`config.mk`:
```
export PLATFORM = sky130hd
export DESIGN_NAME = nsl_config_loader
export DESIGN_NICKNAME = d
export VERILOG_FILES = /design/src/pkg/nsl_pkg.sv /design/src/hw/nsl_shadow_store.sv /design/src/hw/nsl_axil_slave.sv /design/src/hw/nsl_config_loader.sv
export SDC_FILE = /design/constraint.sdc
export NUM_CORES = 1
export LEC_CHECK = 0
export BUFFER_PORTS_ARGS = -buffer_cell sky130_fd_sc_hd__buf_2
export CAP_MARGIN = 20
export CORE_AREA = 2 2 142 144
export DETAILED_ROUTE_END_ITERATION = 8
export DIE_AREA = 0 0 144 146
export PLACE_DENSITY = 0.44
export SYNTH_ARGS = -nofsm -noshare
export SYNTH_HDL_FRONTEND = slang
export SYNTH_SLANG_ARGS = --single-unit
export TNS_END_PERCENT = 5
```
`constraint.sdc`:
```
create_clock -name clk_i -period 3.57 [get_ports clk_i]
set_clock_uncertainty 0.2 [all_clocks]
set_input_delay 0.714 -clock clk_i [delete_from_list [all_inputs] [get_ports clk_i]]
set_output_delay 0.714 -clock clk_i [all_outputs]
set_load 0.01 [all_outputs]
```
`src/pkg/nsl_pkg.sv`:
```
package nsl_pkg;

  // ==========================================================
  // Register offsets (byte addresses)
  localparam logic [7:0] CFG_OFS  = 8'h00;
  localparam logic [7:0] PROT_OFS = 8'h04;
  localparam logic [7:0] DIV_OFS  = 8'h08;
  localparam logic [7:0] STAT_OFS = 8'h0c;

  // ==========================================================
  // Configuration register fields
  localparam int CFG_DBG_BIT    = 7;
  localparam int CFG_SHWDIS_BIT = 6;
  localparam int CFG_LOAD_LSB   = 4;
  localparam int CFG_FIXED_BIT  = 3;
  localparam int CFG_RW_MSB     = 2;
  localparam logic [7:0] CFG_RST = 8'h0c;

  // ==========================================================
  // Protection, divider and status fields
  localparam int PROT_SHW_BIT = 7;
  localparam logic PROT_RST   = 1'b1;
  localparam int DIV_W        = 10;
  localparam int DIVH_W       = 2;
  localparam logic [DIV_W-1:0] DIV_RST = 10'h000;
  localparam int STAT_DONE_BIT = 0;
  localparam int STAT_LOCK_BIT = 1;
  localparam int STAT_SPEC_BIT = 2;

  // ==========================================================
  // Shadow word locations and erased value
  localparam logic [11:0] SHW_HI_ADDR = 12'hfc0;
  localparam logic [11:0] SHW_LO_ADDR = 12'hfc1;
  localparam logic [7:0]  SHW_ERASED  = 8'hff;

  // ==========================================================
  // Bus responses and loader states
  localparam logic [1:0] RESP_OKAY   = 2'b00;
  localparam logic [1:0] RESP_SLVERR = 2'b10;

  typedef enum logic [3:0] {
    ST_LOAD_HI = 4'b0001,
    ST_LOAD_LO = 4'b0010,
    ST_APPLY   = 4'b0100,
    ST_RUN     = 4'b1000
  } nsl_state_t;

endpackage

```
`src/hw/nsl_shadow_store.sv`:
```
`timescale 1ns/1ps
module nsl_shadow_store
  import nsl_pkg::*;
#(
  parameter logic [15:0] INIT = 16'hffff
)(
  // Clock and control
  input  wire logic       clk_i,
  input  wire logic       rst_n_i,
  input  wire logic       ce_i,
  // Read port
  input  wire logic       rd_sel_i,
  output logic [7:0]      rd_data_o,
  // Program and erase port
  input  wire logic       wr_sel_i,
  input  wire logic       pgm_i,
  input  wire logic       ers_i,
  input  wire logic [7:0] wdata_i
);

  // ==========================================================
  // Nonvolatile cells, kept through reset
  logic [7:0] mem_ff [2] = '{INIT[15:8], INIT[7:0]};
  logic [7:0] rd_data_ff;

  genvar g;
  generate
    for (g = 0; g < 2; g++)
    begin : g_cell
      always_ff @(posedge clk_i)
      begin
        if (ce_i && (wr_sel_i == 1'(g)))
        begin
          if (ers_i)
            mem_ff[g] <= SHW_ERASED;
          else if (pgm_i)
            mem_ff[g] <= mem_ff[g] & wdata_i;
        end
      end
    end
  endgenerate

  // ==========================================================
  // Registered read
  always_ff @(posedge clk_i)
  begin
    if (!rst_n_i)
      rd_data_ff <= 8'h00;
    else if (ce_i)
      rd_data_ff <= mem_ff[rd_sel_i];
  end

  assign rd_data_o = rd_data_ff;

endmodule // nsl_shadow_store

```
`src/hw/nsl_axil_slave.sv`:
```
`timescale 1ns/1ps
module nsl_axil_slave
  import nsl_pkg::*;
#(
  parameter int AW = 8
)(
  // Clock and control
  input  wire logic          clk_i,
  input  wire logic          rst_n_i,
  input  wire logic          ce_i,
  input  wire logic          en_i,
  // Write channels
  input  wire logic [AW-1:0] awaddr_i,
  input  wire logic          awvalid_i,
  output logic               awready_o,
  input  wire logic [31:0]   wdata_i,
  input  wire logic [3:0]    wstrb_i,
  input  wire logic          wvalid_i,
  output logic               wready_o,
  output logic [1:0]         bresp_o,
  output logic               bvalid_o,
  input  wire logic          bready_i,
  // Read channels
  input  wire logic [AW-1:0] araddr_i,
  input  wire logic          arvalid_i,
  output logic               arready_o,
  output logic [31:0]        rdata_o,
  output logic [1:0]         rresp_o,
  output logic               rvalid_o,
  input  wire logic          rready_i,
  // Core side
  output logic               wr_req_o,
  output logic [AW-1:0]      wr_addr_o,
  output logic [31:0]        wr_data_o,
  output logic [3:0]         wr_strb_o,
  input  wire logic          wr_err_i,
  output logic               rd_req_o,
  output logic [AW-1:0]      rd_addr_o,
  input  wire logic [31:0]   rd_data_i,
  input  wire logic          rd_err_i
);

  logic          aw_got_ff, w_got_ff, ar_got_ff;
  logic          awready_ff, wready_ff, arready_ff;
  logic          bvalid_ff, rvalid_ff;
  logic [1:0]    bresp_ff, rresp_ff;
  logic [AW-1:0] awaddr_ff, araddr_ff;
  logic [31:0]   wdata_ff, rdata_ff;
  logic [3:0]    wstrb_ff;
  logic          aw_hs, w_hs, ar_hs, wr_fire, rd_fire;

  assign aw_hs   = awvalid_i && awready_ff;
  assign w_hs    = wvalid_i && wready_ff;
  assign ar_hs   = arvalid_i && arready_ff;
  assign wr_fire = aw_got_ff && w_got_ff && !bvalid_ff;
  assign rd_fire = ar_got_ff && !rvalid_ff;

  // ==========================================================
  // Write address and data capture
  always_ff @(posedge clk_i)
  begin
    if (!rst_n_i)
    begin
      aw_got_ff  <= 1'b0;
      w_got_ff   <= 1'b0;
      awaddr_ff  <= '0;
      wdata_ff   <= 32'h0000_0000;
      wstrb_ff   <= 4'h0;
      awready_ff <= 1'b0;
      wready_ff  <= 1'b0;
    end
    else if (ce_i)
    begin
      if (aw_hs)
      begin
        aw_got_ff <= 1'b1;
        awaddr_ff <= awaddr_i;
      end
      else if (wr_fire)
        aw_got_ff <= 1'b0;
      if (w_hs)
      begin
        w_got_ff <= 1'b1;
        wdata_ff <= wdata_i;
        wstrb_ff <= wstrb_i;
      end
      else if (wr_fire)
        w_got_ff <= 1'b0;
      awready_ff <= en_i && !aw_got_ff && !aw_hs && !bvalid_ff;
      wready_ff  <= en_i && !w_got_ff && !w_hs && !bvalid_ff;
    end
  end

  // ==========================================================
  // Write response
  always_ff @(posedge clk_i)
  begin
    if (!rst_n_i)
    begin
      bvalid_ff <= 1'b0;
      bresp_ff  <= RESP_OKAY;
    end
    else if (ce_i)
    begin
      if (wr_fire)
      begin
        bvalid_ff <= 1'b1;
        bresp_ff  <= wr_err_i ? RESP_SLVERR : RESP_OKAY;
      end
      else if (bvalid_ff && bready_i)
        bvalid_ff <= 1'b0;
    end
  end

  // ==========================================================
  // Read address, data and response
  always_ff @(posedge clk_i)
  begin
    if (!rst_n_i)
    begin
      ar_got_ff  <= 1'b0;
      araddr_ff  <= '0;
      arready_ff <= 1'b0;
      rvalid_ff  <= 1'b0;
      rdata_ff   <= 32'h0000_0000;
      rresp_ff   <= RESP_OKAY;
    end
    else if (ce_i)
    begin
      if (ar_hs)
      begin
        ar_got_ff <= 1'b1;
        araddr_ff <= araddr_i;
      end
      else if (rd_fire)
        ar_got_ff <= 1'b0;
      arready_ff <= en_i && !ar_got_ff && !ar_hs && !rvalid_ff;
      if (rd_fire)
      begin
        rvalid_ff <= 1'b1;
        rdata_ff  <= rd_data_i;
        rresp_ff  <= rd_err_i ? RESP_SLVERR : RESP_OKAY;
      end
      else if (rvalid_ff && rready_i)
        rvalid_ff <= 1'b0;
    end
  end

  assign awready_o = awready_ff;
  assign wready_o  = wready_ff;
  assign bvalid_o  = bvalid_ff;
  assign bresp_o   = bresp_ff;
  assign arready_o = arready_ff;
  assign rvalid_o  = rvalid_ff;
  assign rdata_o   = rdata_ff;
  assign rresp_o   = rresp_ff;
  assign wr_req_o  = wr_fire && ce_i;
  assign wr_addr_o = awaddr_ff;
  assign wr_data_o = wdata_ff;
  assign wr_strb_o = wstrb_ff;
  assign rd_req_o  = rd_fire && ce_i;
  assign rd_addr_o = araddr_ff;

endmodule // nsl_axil_slave

```
`src/hw/nsl_config_loader.sv`:
```
// Contract
// - Shadow word sits at top two locations
// - Reset loads shadow into config and divider
// - High nibble to config, bits 1:0 divider
// - Normal mode: divider accepts first write only
// - Top locations served from shadow when enabled
// - Protected shadow refuses program and erase
// - Zero divider blocks every program or erase
`timescale 1ns/1ps
module nsl_config_loader
  import nsl_pkg::*;
#(
  parameter int          AW       = 8,
  parameter logic [15:0] SHW_INIT = 16'hffff
)(
  // Clock, reset, mode
  input  wire logic             clk_i,
  input  wire logic             rst_n_i,
  input  wire logic             ce_i,
  input  wire logic             special_mode_n_i,
  // Register bus
  input  wire logic [AW-1:0]    s_axi_awaddr_i,
  input  wire logic             s_axi_awvalid_i,
  output logic                  s_axi_awready_o,
  input  wire logic [31:0]      s_axi_wdata_i,
  input  wire logic [3:0]       s_axi_wstrb_i,
  input  wire logic             s_axi_wvalid_i,
  output logic                  s_axi_wready_o,
  output logic [1:0]            s_axi_bresp_o,
  output logic                  s_axi_bvalid_o,
  input  wire logic             s_axi_bready_i,
  input  wire logic [AW-1:0]    s_axi_araddr_i,
  input  wire logic             s_axi_arvalid_i,
  output logic                  s_axi_arready_o,
  output logic [31:0]           s_axi_rdata_o,
  output logic [1:0]            s_axi_rresp_o,
  output logic                  s_axi_rvalid_o,
  input  wire logic             s_axi_rready_i,
  // Array read path
  input  wire logic             rd_req_i,
  input  wire logic [11:0]      rd_addr_i,
  output logic [7:0]            rd_data_o,
  output logic                  shadow_hit_o,
  // Program and erase path
  input  wire logic             pe_req_i,
  input  wire logic             pe_erase_i,
  input  wire logic [11:0]      pe_addr_i,
  input  wire logic [7:0]       pe_data_i,
  output logic                  pe_start_o,
  output logic                  pe_shadow_o,
  output logic                  pe_refused_o,
  // Configuration outputs
  output logic                  debug_lockout_disable_o,
  output logic                  shadow_disable_o,
  output logic [DIV_W-1:0]      prog_divider_o,
  output logic                  load_done_o
);

  nsl_state_t       state_ff;
  logic [7:0]       cfg_ff;
  logic             prot_ff;
  logic [DIV_W-1:0] div_ff;
  logic             div_seen_ff;
  logic [7:0]       shw_hi_ff;
  logic             load_done_ff;
  logic             hit_ff;
  logic             pe_start_ff, pe_shadow_ff, pe_refused_ff;
  logic             wr_req, rd_req, wr_err, rd_err;
  logic [AW-1:0]    wr_addr, rd_addr;
  logic [31:0]      wr_data, rd_data;
  logic [3:0]       wr_strb;
  logic [7:0]       store_q;
  logic             store_sel, pe_ok, pe_hit, pe_refuse;
  logic             shw_pgm, shw_ers, rd_hit, run;

  // ==========================================================
  // Bus slave, held off until the load is done
  nsl_axil_slave #(
    .AW (AW)
  ) u_slave (
    .clk_i     (clk_i),
    .rst_n_i   (rst_n_i),
    .ce_i      (ce_i),
    .en_i      (load_done_ff),
    .awaddr_i  (s_axi_awaddr_i),
    .awvalid_i (s_axi_awvalid_i),
    .awready_o (s_axi_awready_o),
    .wdata_i   (s_axi_wdata_i),
    .wstrb_i   (s_axi_wstrb_i),
    .wvalid_i  (s_axi_wvalid_i),
    .wready_o  (s_axi_wready_o),
    .bresp_o   (s_axi_bresp_o),
    .bvalid_o  (s_axi_bvalid_o),
    .bready_i  (s_axi_bready_i),
    .araddr_i  (s_axi_araddr_i),
    .arvalid_i (s_axi_arvalid_i),
    .arready_o (s_axi_arready_o),
    .rdata_o   (s_axi_rdata_o),
    .rresp_o   (s_axi_rresp_o),
    .rvalid_o  (s_axi_rvalid_o),
    .rready_i  (s_axi_rready_i),
    .wr_req_o  (wr_req),
    .wr_addr_o (wr_addr),
    .wr_data_o (wr_data),
    .wr_strb_o (wr_strb),
    .wr_err_i  (wr_err),
    .rd_req_o  (rd_req),
    .rd_addr_o (rd_addr),
    .rd_data_i (rd_data),
    .rd_err_i  (rd_err)
  );

  // ==========================================================
  // Shadow word cells
  assign run = (state_ff == ST_RUN);
  assign store_sel = (state_ff == ST_LOAD_HI) ? 1'b0 :
                     (state_ff == ST_RUN) ? rd_addr_i[0] : 1'b1;

  nsl_shadow_store #(
    .INIT (SHW_INIT)
  ) u_store (
    .clk_i     (clk_i),
    .rst_n_i   (rst_n_i),
    .ce_i      (ce_i),
    .rd_sel_i  (store_sel),
    .rd_data_o (store_q),
    .wr_sel_i  (pe_addr_i[0]),
    .pgm_i     (shw_pgm),
    .ers_i     (shw_ers),
    .wdata_i   (pe_data_i)
  );

  // ==========================================================
  // Load sequence after reset
  always_ff @(posedge clk_i)
  begin
    if (!rst_n_i)
    begin
      state_ff     <= ST_LOAD_HI;
      shw_hi_ff    <= 8'h00;
      load_done_ff <= 1'b0;
    end
    else if (ce_i)
    begin
      unique case (state_ff)
        ST_LOAD_HI: state_ff <= ST_LOAD_LO;
        ST_LOAD_LO:
        begin
          shw_hi_ff <= store_q;
          state_ff  <= ST_APPLY;
        end
        ST_APPLY:
        begin
          load_done_ff <= 1'b1;
          state_ff     <= ST_RUN;
        end
        ST_RUN: state_ff <= ST_RUN;
        default: state_ff <= ST_LOAD_HI;
      endcase
    end
  end

  // ==========================================================
  // Configuration register
  always_ff @(posedge clk_i)
  begin
    if (!rst_n_i)
      cfg_ff <= CFG_RST;
    else if (ce_i)
    begin
      if (state_ff == ST_APPLY)
        cfg_ff[7:CFG_LOAD_LSB] <= shw_hi_ff[7:CFG_LOAD_LSB];
      else if (wr_req && wr_addr == CFG_OFS && wr_strb[0])
      begin
        cfg_ff[CFG_RW_MSB:0] <= wr_data[CFG_RW_MSB:0];
        if (!special_mode_n_i)
          cfg_ff[7:CFG_LOAD_LSB] <= wr_data[7:CFG_LOAD_LSB];
      end
    end
  end

  // ==========================================================
  // Shadow protection, locked by the config lock bit
  always_ff @(posedge clk_i)
  begin
    if (!rst_n_i)
      prot_ff <= PROT_RST;
    else if (ce_i && wr_req && wr_addr == PROT_OFS && wr_strb[0]
             && !cfg_ff[1])
      prot_ff <= wr_data[PROT_SHW_BIT];
  end

  // ==========================================================
  // Divider, loaded at reset then write once in normal mode
  always_ff @(posedge clk_i)
  begin
    if (!rst_n_i)
    begin
      div_ff      <= DIV_RST;
      div_seen_ff <= 1'b0;
    end
    else if (ce_i)
    begin
      if (state_ff == ST_APPLY)
        div_ff <= {shw_hi_ff[DIVH_W-1:0], store_q};
      else if (wr_req && wr_addr == DIV_OFS)
      begin
        div_seen_ff <= 1'b1;
        if (!div_seen_ff || !special_mode_n_i)
        begin
          if (wr_strb[0])
            div_ff[7:0] <= wr_data[7:0];
          if (wr_strb[1])
            div_ff[DIV_W-1:8] <= wr_data[DIV_W-1:8];
        end
      end
    end
  end

  // ==========================================================
  // Register decode
  always_comb
  begin
    wr_err = !(wr_addr == CFG_OFS || wr_addr == PROT_OFS ||
               wr_addr == DIV_OFS || wr_addr == STAT_OFS);
    rd_err = 1'b0;
    rd_data = 32'h0000_0000;
    unique case (rd_addr)
      CFG_OFS:  rd_data[7:0] = cfg_ff | CFG_RST & 8'h08;
      PROT_OFS: rd_data[PROT_SHW_BIT] = prot_ff;
      DIV_OFS:  rd_data[DIV_W-1:0] = div_ff;
      STAT_OFS:
      begin
        rd_data[STAT_DONE_BIT] = load_done_ff;
        rd_data[STAT_LOCK_BIT] = div_seen_ff;
        rd_data[STAT_SPEC_BIT] = !special_mode_n_i;
      end
      default:  rd_err = 1'b1;
    endcase
  end

  // ==========================================================
  // Array read mapping
  assign rd_hit = !cfg_ff[CFG_SHWDIS_BIT] &&
                  (rd_addr_i == SHW_HI_ADDR || rd_addr_i == SHW_LO_ADDR);

  always_ff @(posedge clk_i)
  begin
    if (!rst_n_i)
      hit_ff <= 1'b0;
    else if (ce_i)
      hit_ff <= run && rd_req_i && rd_hit;
  end

  // ==========================================================
  // Program and erase steering
  assign pe_hit = !cfg_ff[CFG_SHWDIS_BIT] &&
                  (pe_addr_i == SHW_HI_ADDR || pe_addr_i == SHW_LO_ADDR);
  assign pe_ok = run && pe_req_i;
  assign pe_refuse = (div_ff == DIV_RST) || (pe_hit && prot_ff);
  assign shw_pgm = pe_ok && !pe_refuse && pe_hit && !pe_erase_i;
  assign shw_ers = pe_ok && !pe_refuse && pe_hit && pe_erase_i;

  always_ff @(posedge clk_i)
  begin
    if (!rst_n_i)
    begin
      pe_start_ff   <= 1'b0;
      pe_shadow_ff  <= 1'b0;
      pe_refused_ff <= 1'b0;
    end
    else if (ce_i)
    begin
      pe_start_ff   <= pe_ok && !pe_refuse && !pe_hit;
      pe_shadow_ff  <= pe_ok && !pe_refuse && pe_hit;
      pe_refused_ff <= pe_ok && pe_refuse;
    end
  end

  assign rd_data_o               = store_q;
  assign shadow_hit_o            = hit_ff;
  assign pe_start_o              = pe_start_ff;
  assign pe_shadow_o             = pe_shadow_ff;
  assign pe_refused_o            = pe_refused_ff;
  assign debug_lockout_disable_o = cfg_ff[CFG_DBG_BIT];
  assign shadow_disable_o        = cfg_ff[CFG_SHWDIS_BIT];
  assign prog_divider_o          = div_ff;
  assign load_done_o             = load_done_ff;
endmodule // nsl_config_loader

```
# --- Yosys cells after proc, flatten, opt, wreduce, memory -nomap -nowiden ---
# Memories as Yosys holds them, arrays and structs flattened. A register that Yosys moved wholly into a read port is not among the register bits.
# Cells that the tools add are included.
totals:
  ramBits: 16
  n_memories: 1
  reg_bits: 86
  in_bits: 96
memory_table:
  columns: ["name", "words", "word_bits", "rd", "rd_ports_with_merged_regs", "write_ports", "line_no", "rtl"]
  rows:
  - ["u_store.mem_ff", 2, 8, 3, 1, 1, "nsl_shadow_store.sv:23", "logic [7:0] mem_ff [2] = '{INIT[15:8], INIT[7:0]};"]
classes:
  n_eq_ne: 15
  n_mux: 42
  n_reduce_logical: 95
  n_bitwise: 6
op_table:
  columns: ["operator", "n"]
  rows:
  - ["12-bit == test (second input constant)", 4]
  - ["1-bit logical AND", 39]
  - ["8-bit by 4-bit == test with 1-bit output (second input constant)", 4]
  - ["8-bit 2-to-1 mux", 4]
  - ["10-bit 2-to-1 mux", 3]
  - ["1-bit 2-to-1 mux", 24]
  - ["2-bit AND reduction", 12]
  - ["2-bit nonzero test", 10]
  - ["8-bit bitwise AND", 2]
  - ["8-bit by 3-bit == test with 1-bit output (second input constant)", 2]
  - ["1-bit zero test", 16]
  - ["8-bit zero test", 2]
  - ["4-bit 2-to-1 mux", 3]
  - ["4-bit one-hot mux with 3 select lines", 1]
  - ["10-bit zero test", 1]
  - ["3-bit one-hot mux with 3 select lines", 1]
  - ["3-bit AND reduction", 3]
  - ["2-bit 2-to-1 mux", 4]
  - ["4-bit one-hot mux with 2 select lines", 1]
  - ["4-bit AND reduction", 2]
  - ["8-bit OR reduction", 1]
  - ["1-bit logical OR", 7]
  - ["4-bit by 1-bit == test with 1-bit output (second input constant)", 1]
  - ["4-bit by 2-bit == test with 1-bit output (second input constant)", 1]
  - ["other kinds (8)", 10]

# --- Depth between registers and ports, before layout ---
depth:
  ltp_word: 16
  depth_mapped: 7

# --- Modules after synthesis ---
# Synthesis repeated with hierarchy kept, for this count alone.
hier_totals:
  cells_unflattened: 728
  area_unflattened_um2: 6522.5
modules_own_cells:
  columns: ["mod", "n_inst", "area_each_um2", "cells_per_inst"]
  rows:
  - ["nsl_axil_slave", 1, 3499.6, 421]
  - ["nsl_config_loader", 1, 2001.9, 225]
  - ["nsl_shadow_store", 1, 1021.0, 82]

# --- Worst setup path after synthesis ---
# OpenSTA, ideal clock, no wires.
synth_timing:
  path_type: "input to register"
  from: "input port pe_addr_i[1]"
  to: "memory u_store.mem_ff[1][0] (enable)"
  t_arrival_ns: 2.348
  setup_slack_ns: 0.637
  stages: 4
  required_ns: 2.985
  path_buffers: 0
  path_cell_list: "or4_1 > nor3_2 > nand3_1 > nor3b_1"
synth_between:
  elab_chain_cells: 16
  elab_cells_between_ends: 27
synth_lines:
  columns: ["element", "line_no", "rtl"]
  rows:
  - ["from (decl)", "nsl_config_loader.sv:47", "input wire logic [11:0] pe_addr_i,"]
  - ["12-bit == test", "nsl_config_loader.sv:258", "(pe_addr_i == SHW_HI_ADDR || pe_addr_i == SHW_LO_ADDR);"]
  - ["1-bit logical OR *", "nsl_config_loader.sv:258", null]
  - ["1-bit logical AND *", "nsl_config_loader.sv:257", "assign pe_hit = !cfg_ff[CFG_SHWDIS_BIT] &&"]
  - ["1-bit logical AND", "nsl_config_loader.sv:260", "assign pe_refuse = (div_ff == DIV_RST) || (pe_hit && prot_ff);"]
  - ["1-bit logical OR", "nsl_config_loader.sv:260", null]
  - ["1-bit zero test", "nsl_config_loader.sv:261, nsl_config_loader.sv:262", null]
  - ["1-bit logical AND", "nsl_config_loader.sv:261, nsl_config_loader.sv:262", null]
  - ["1-bit logical AND *", "nsl_config_loader.sv:261, nsl_config_loader.sv:262", null]
  - ["1-bit logical AND", "nsl_config_loader.sv:261", "assign shw_pgm = pe_ok && !pe_refuse && pe_hit && !pe_erase_i;"]
  - ["1-bit 2-to-1 mux", "nsl_shadow_store.sv:36", "else if (pgm_i)"]
  - ["1-bit 2-to-1 mux", "nsl_shadow_store.sv:34", "if (ers_i)"]
  - ["1-bit 2-to-1 mux", "nsl_shadow_store.sv:32", "if (ce_i && (wr_sel_i == 1'(g)))"]
  - ["1-bit 2-to-1 mux (implied by the code)", "nsl_shadow_store.sv:37", "mem_ff[g] <= mem_ff[g] & wdata_i;"]
  - ["1-bit OR (no source line)", null, null]
  - ["8-bit OR reduction (no source line)", null, null]
  - ["1-bit 2-to-1 mux (no source line)", null, null]
  - ["to (decl)", "nsl_shadow_store.sv:23", null]
# Mark *: on every way between the ends. The rest lies on a longest branch, timed or not.

# --- Worst setup path after layout ---
layout_timing:
  from: "input port pe_addr_i[1]"
  to: "memory u_store.mem_ff[1][2], data pin"
layout_between:
  elab_chain_cells: 16
  elab_cells_between_ends: 25
layout_lines:
  columns: ["element", "line_no"]
  rows:
  - ["12-bit == test", "nsl_config_loader.sv:258"]
  - ["1-bit logical OR *", "nsl_config_loader.sv:258"]
  - ["1-bit logical AND *", "nsl_config_loader.sv:257"]
  - ["1-bit logical AND", "nsl_config_loader.sv:260"]
  - ["1-bit logical OR", "nsl_config_loader.sv:260"]
  - ["1-bit zero test", "nsl_config_loader.sv:261, nsl_config_loader.sv:262"]
  - ["1-bit logical AND", "nsl_config_loader.sv:261, nsl_config_loader.sv:262"]
  - ["1-bit logical AND *", "nsl_config_loader.sv:261, nsl_config_loader.sv:262"]
  - ["1-bit logical AND", "nsl_config_loader.sv:261"]
  - ["1-bit 2-to-1 mux", "nsl_shadow_store.sv:36"]
  - ["1-bit 2-to-1 mux", "nsl_shadow_store.sv:34"]
  - ["1-bit 2-to-1 mux", "nsl_shadow_store.sv:32"]
  - ["1-bit 2-to-1 mux (implied by the code)", "nsl_shadow_store.sv:37"]
  - ["1-bit OR (no source line)", null]
  - ["8-bit OR reduction (no source line)", null]
  - ["8-bit 2-to-1 mux (no source line) *", null]
# Marked as above.

==> results.json <==
{
  "status": "finished, final reports clean",
  "root_buffer": "clkbuf_16",
  "antenna_left": 0,
  "ys.flop_type": "dfxtp_1",
  "fin_setup_tns_ns": 0,
  "track_usage": 0.128,
  "setup-violations-final": 0,
  "insertion_delay_ns": 0.34,
  "endpoint_kind": "flop",
  "finalCriticalPeriod_ns": 2.48,
  "drive_gt1_frac": 0.249,
  "clock-sinks": 106,
  "hold_path_class": "flop to flop",
  "synth-edff-count": 16,
  "postSynthCellCount": 534,
  "path_clk_slew_ns": 0.07,
  "synth.largest_area_cell": "dfxtp_1",
  "first_pass_iters": 6,
  "hold_viol": 0,
  "async_reset_ff_frac": 0,
  "worst-slew-pin-transition_ns": 0.674,
  "dieArea_sq_um": 21000,
  "worstPathRequired_ns": 3.46,
  "power_density_nw_per_um2": 408,
  "yosysUniqueCellTypes": 61,
  "postCtsResizedCells": 0,
  "cts_tree": "yes",
  "core_area_sq_um": 19300,
  "ios": 162,
  "synth_top_area_frac": 0.376,
  "synth_area_leaders": "dfxtp_1 (38%), edfxtp_1 (10%), nand2_1 (7.1%)",
  "fin_total_pwr_mw": 2.37,
  "ys_seq_elements": 106,
  "dieHeight_um": 146,
  "grt_start_max_net_pins": 36,
  "remaining_drc_errors": 0,
  "ys_seq_area_frac": 0.476,
  "dp_hpwl_mm": 10.5,
  "final_nets": 730,
  "die_x_um": 144,
  "dp.cells": 888,
  "initial_core_util": 0.248,
  "yosys_warnings": 0,
  "gp_congestion": 0.789,
  "grt_pass1_wl_mm": 20.8,
  "grt_overflow_total": 0,
  "viasPerCell": 4.58,
  "h-tree-depth": 3,
  "slew_viol_final": 0,
  "critical_path_class": "input port to flop",
  "worstPathArrival_ns": 2.37,
  "postCtsSetupBuffers": 0,
  "fin_crit_sh": 0.694,
  "start_kind": "input port",
  "port_buffers": 113,
  "ctsHoldBuffers": 0,
  "drt-wirelength-per-cell_um": 15.1,
  "grt_setup_unrepaired": "no",
  "slew_headroom": 0.550,
  "fin_cells": 904,
  "ir_drop_mv": 0.172,
  "synth.avg_cell_area_sq_um": 8.97,
  "rows": 51,
  "num_antenna_cells": 0,
  "antenna_found_initial": 0,
  "grt_pass1_vias": 3949,
  "synthesis.area_sq_um": 4790,
  "cap_violations": 0,
  "area_growth_pct": 21.4,
  "drt_iter0_markers": 261,
  "vias": 4138,
  "critPathMaxFanout": 8,
  "finalHoldWorstSlack_ns": 0.253,
  "clockBufferDepth": 2,
  "drt_wl_total_mm": 13.7,
  "cts_buffers": 9,
  "p_leak_nw": 2.34,
  "fmax_mhz": 404
}
routing by layer:
layer / vias to the layer above / global-route usage / share of wire
met2: 104 / 0.211 / 0.48
met5: - / 0 / 0
met4: 0 / 0.0451 / 0.010
met1: 1956 / 0.163 / 0.45
li1: 2070 / - / -
met3: 8 / 0.0316 / 0.061
final cells by class:
class	instances	area, sq um
flip-flops and latches	106	2280
clock inverters	7	76.3
multi-input cells	393	2270
clock buffers	9	225
inverters	4	15.0
well taps	265	332
fillers	2034	13500
repair buffers	120	618
through the flow:
stage	setup WS, ns	instance area, sq um	utilization
after floorplan	0.637	4880	-
after global routing	0.976	5820	0.301
after global placement	0.727	5510	0.285
after detailed placement	0.699	5510	0.285
after CTS	1.07	5820	0.301
final	1.09	5820	0.301
worst max-delay path, stage by stage:
cell	delay, ns
buf_2	0.09
or4_1	0.51
nor3_2	0.33
nand4_1	0.43
a21o_1	0.29
flip-flops by register name (all words and copies together) (netlist names), 7 cells and up:
name / flops
u_store.mem_ff: 16
u_slave.wr_data_o: 10
u_slave.wr_addr_o: 8
u_slave.rd_addr_o: 8
u_store.rd_data_o: 8
prog_divider_o: 10
u_slave.rdata_o: 10
cfg_ff: 7
cell usage in the layout, fill, tap and decap left out, types with 2 or more instances in the layout:
cell / count
a32o_1: 2
clkinv_1: 2
o221a_2: 10
clkbuf_16: 9
a22oi_1: 2
nand2_1: 90
conb_1: 24
nor2b_1: 6
nand4b_1: 2
o31a_1: 2
a211oi_1: 2
buf_2: 113
nor3_1: 16
a22o_1: 3
buf_4: 7
nor3b_1: 3
and3_1: 4
a21oi_1: 52
nand2b_1: 3
edfxtp_1: 16
mux2i_1: 22
nor2_1: 43
o21a_1: 2
nand3_1: 17
or4_1: 2
a21o_1: 16
clkinv_4: 2
nand3b_1: 2
a311oi_1: 4
o21ai_0: 22
dfxtp_1: 90
a211o_1: 2
nor4_1: 5
or2_2: 2
nand4_1: 8
inv_1: 3
nor4_4: 2
where the power goes:
part           total [mW]  switching (mW)  internal (mW)
Clock                1.02           0.468          0.551
Combinational       0.129          0.0765         0.0525
Sequential           1.23          0.0137           1.21
worst paths after layout:
kind	startpoint	end	depth (start not counted)	slack, ns
min	u_slave.rdata_o[6]	u_slave.rdata_o[6]	2	0.25
max	pe_addr_i[1]	u_store.mem_ff[1][2]	5	1.09
min reg2reg	u_slave.rdata_o[6]	u_slave.rdata_o[6]	2	0.25
max reg2reg	cfg_ff[6]	u_store.mem_ff[1][2]	4	1.13
synthesized netlist by cell type, drive strengths merged, types with 16 or more instances:
cell    instances
mux2i          22
a21o           16
nand2          90
o21ai          22
edfxtp         16
buf            35
clkbuf         19
a21oi          53
dfxtp          90
nand3          17
nor2           43
nor3           17
cell families (layout without fill, tap and decap cells):
group | count (synthesis) | in the layout | synth area share
other | 1 | 24 | 0.000783
AO/OA/AOI/OAI | 128 | 128 | 0.181
AND/OR/NAND/NOR | 219 | 219 | 0.228
multiplexers | 22 | 22 | 0.0460
flip-flops | 106 | 106 | 0.476
buffers and inverters | 58 | 140 | 0.0682
Note: power is estimated with default switching activity, not from simulation.
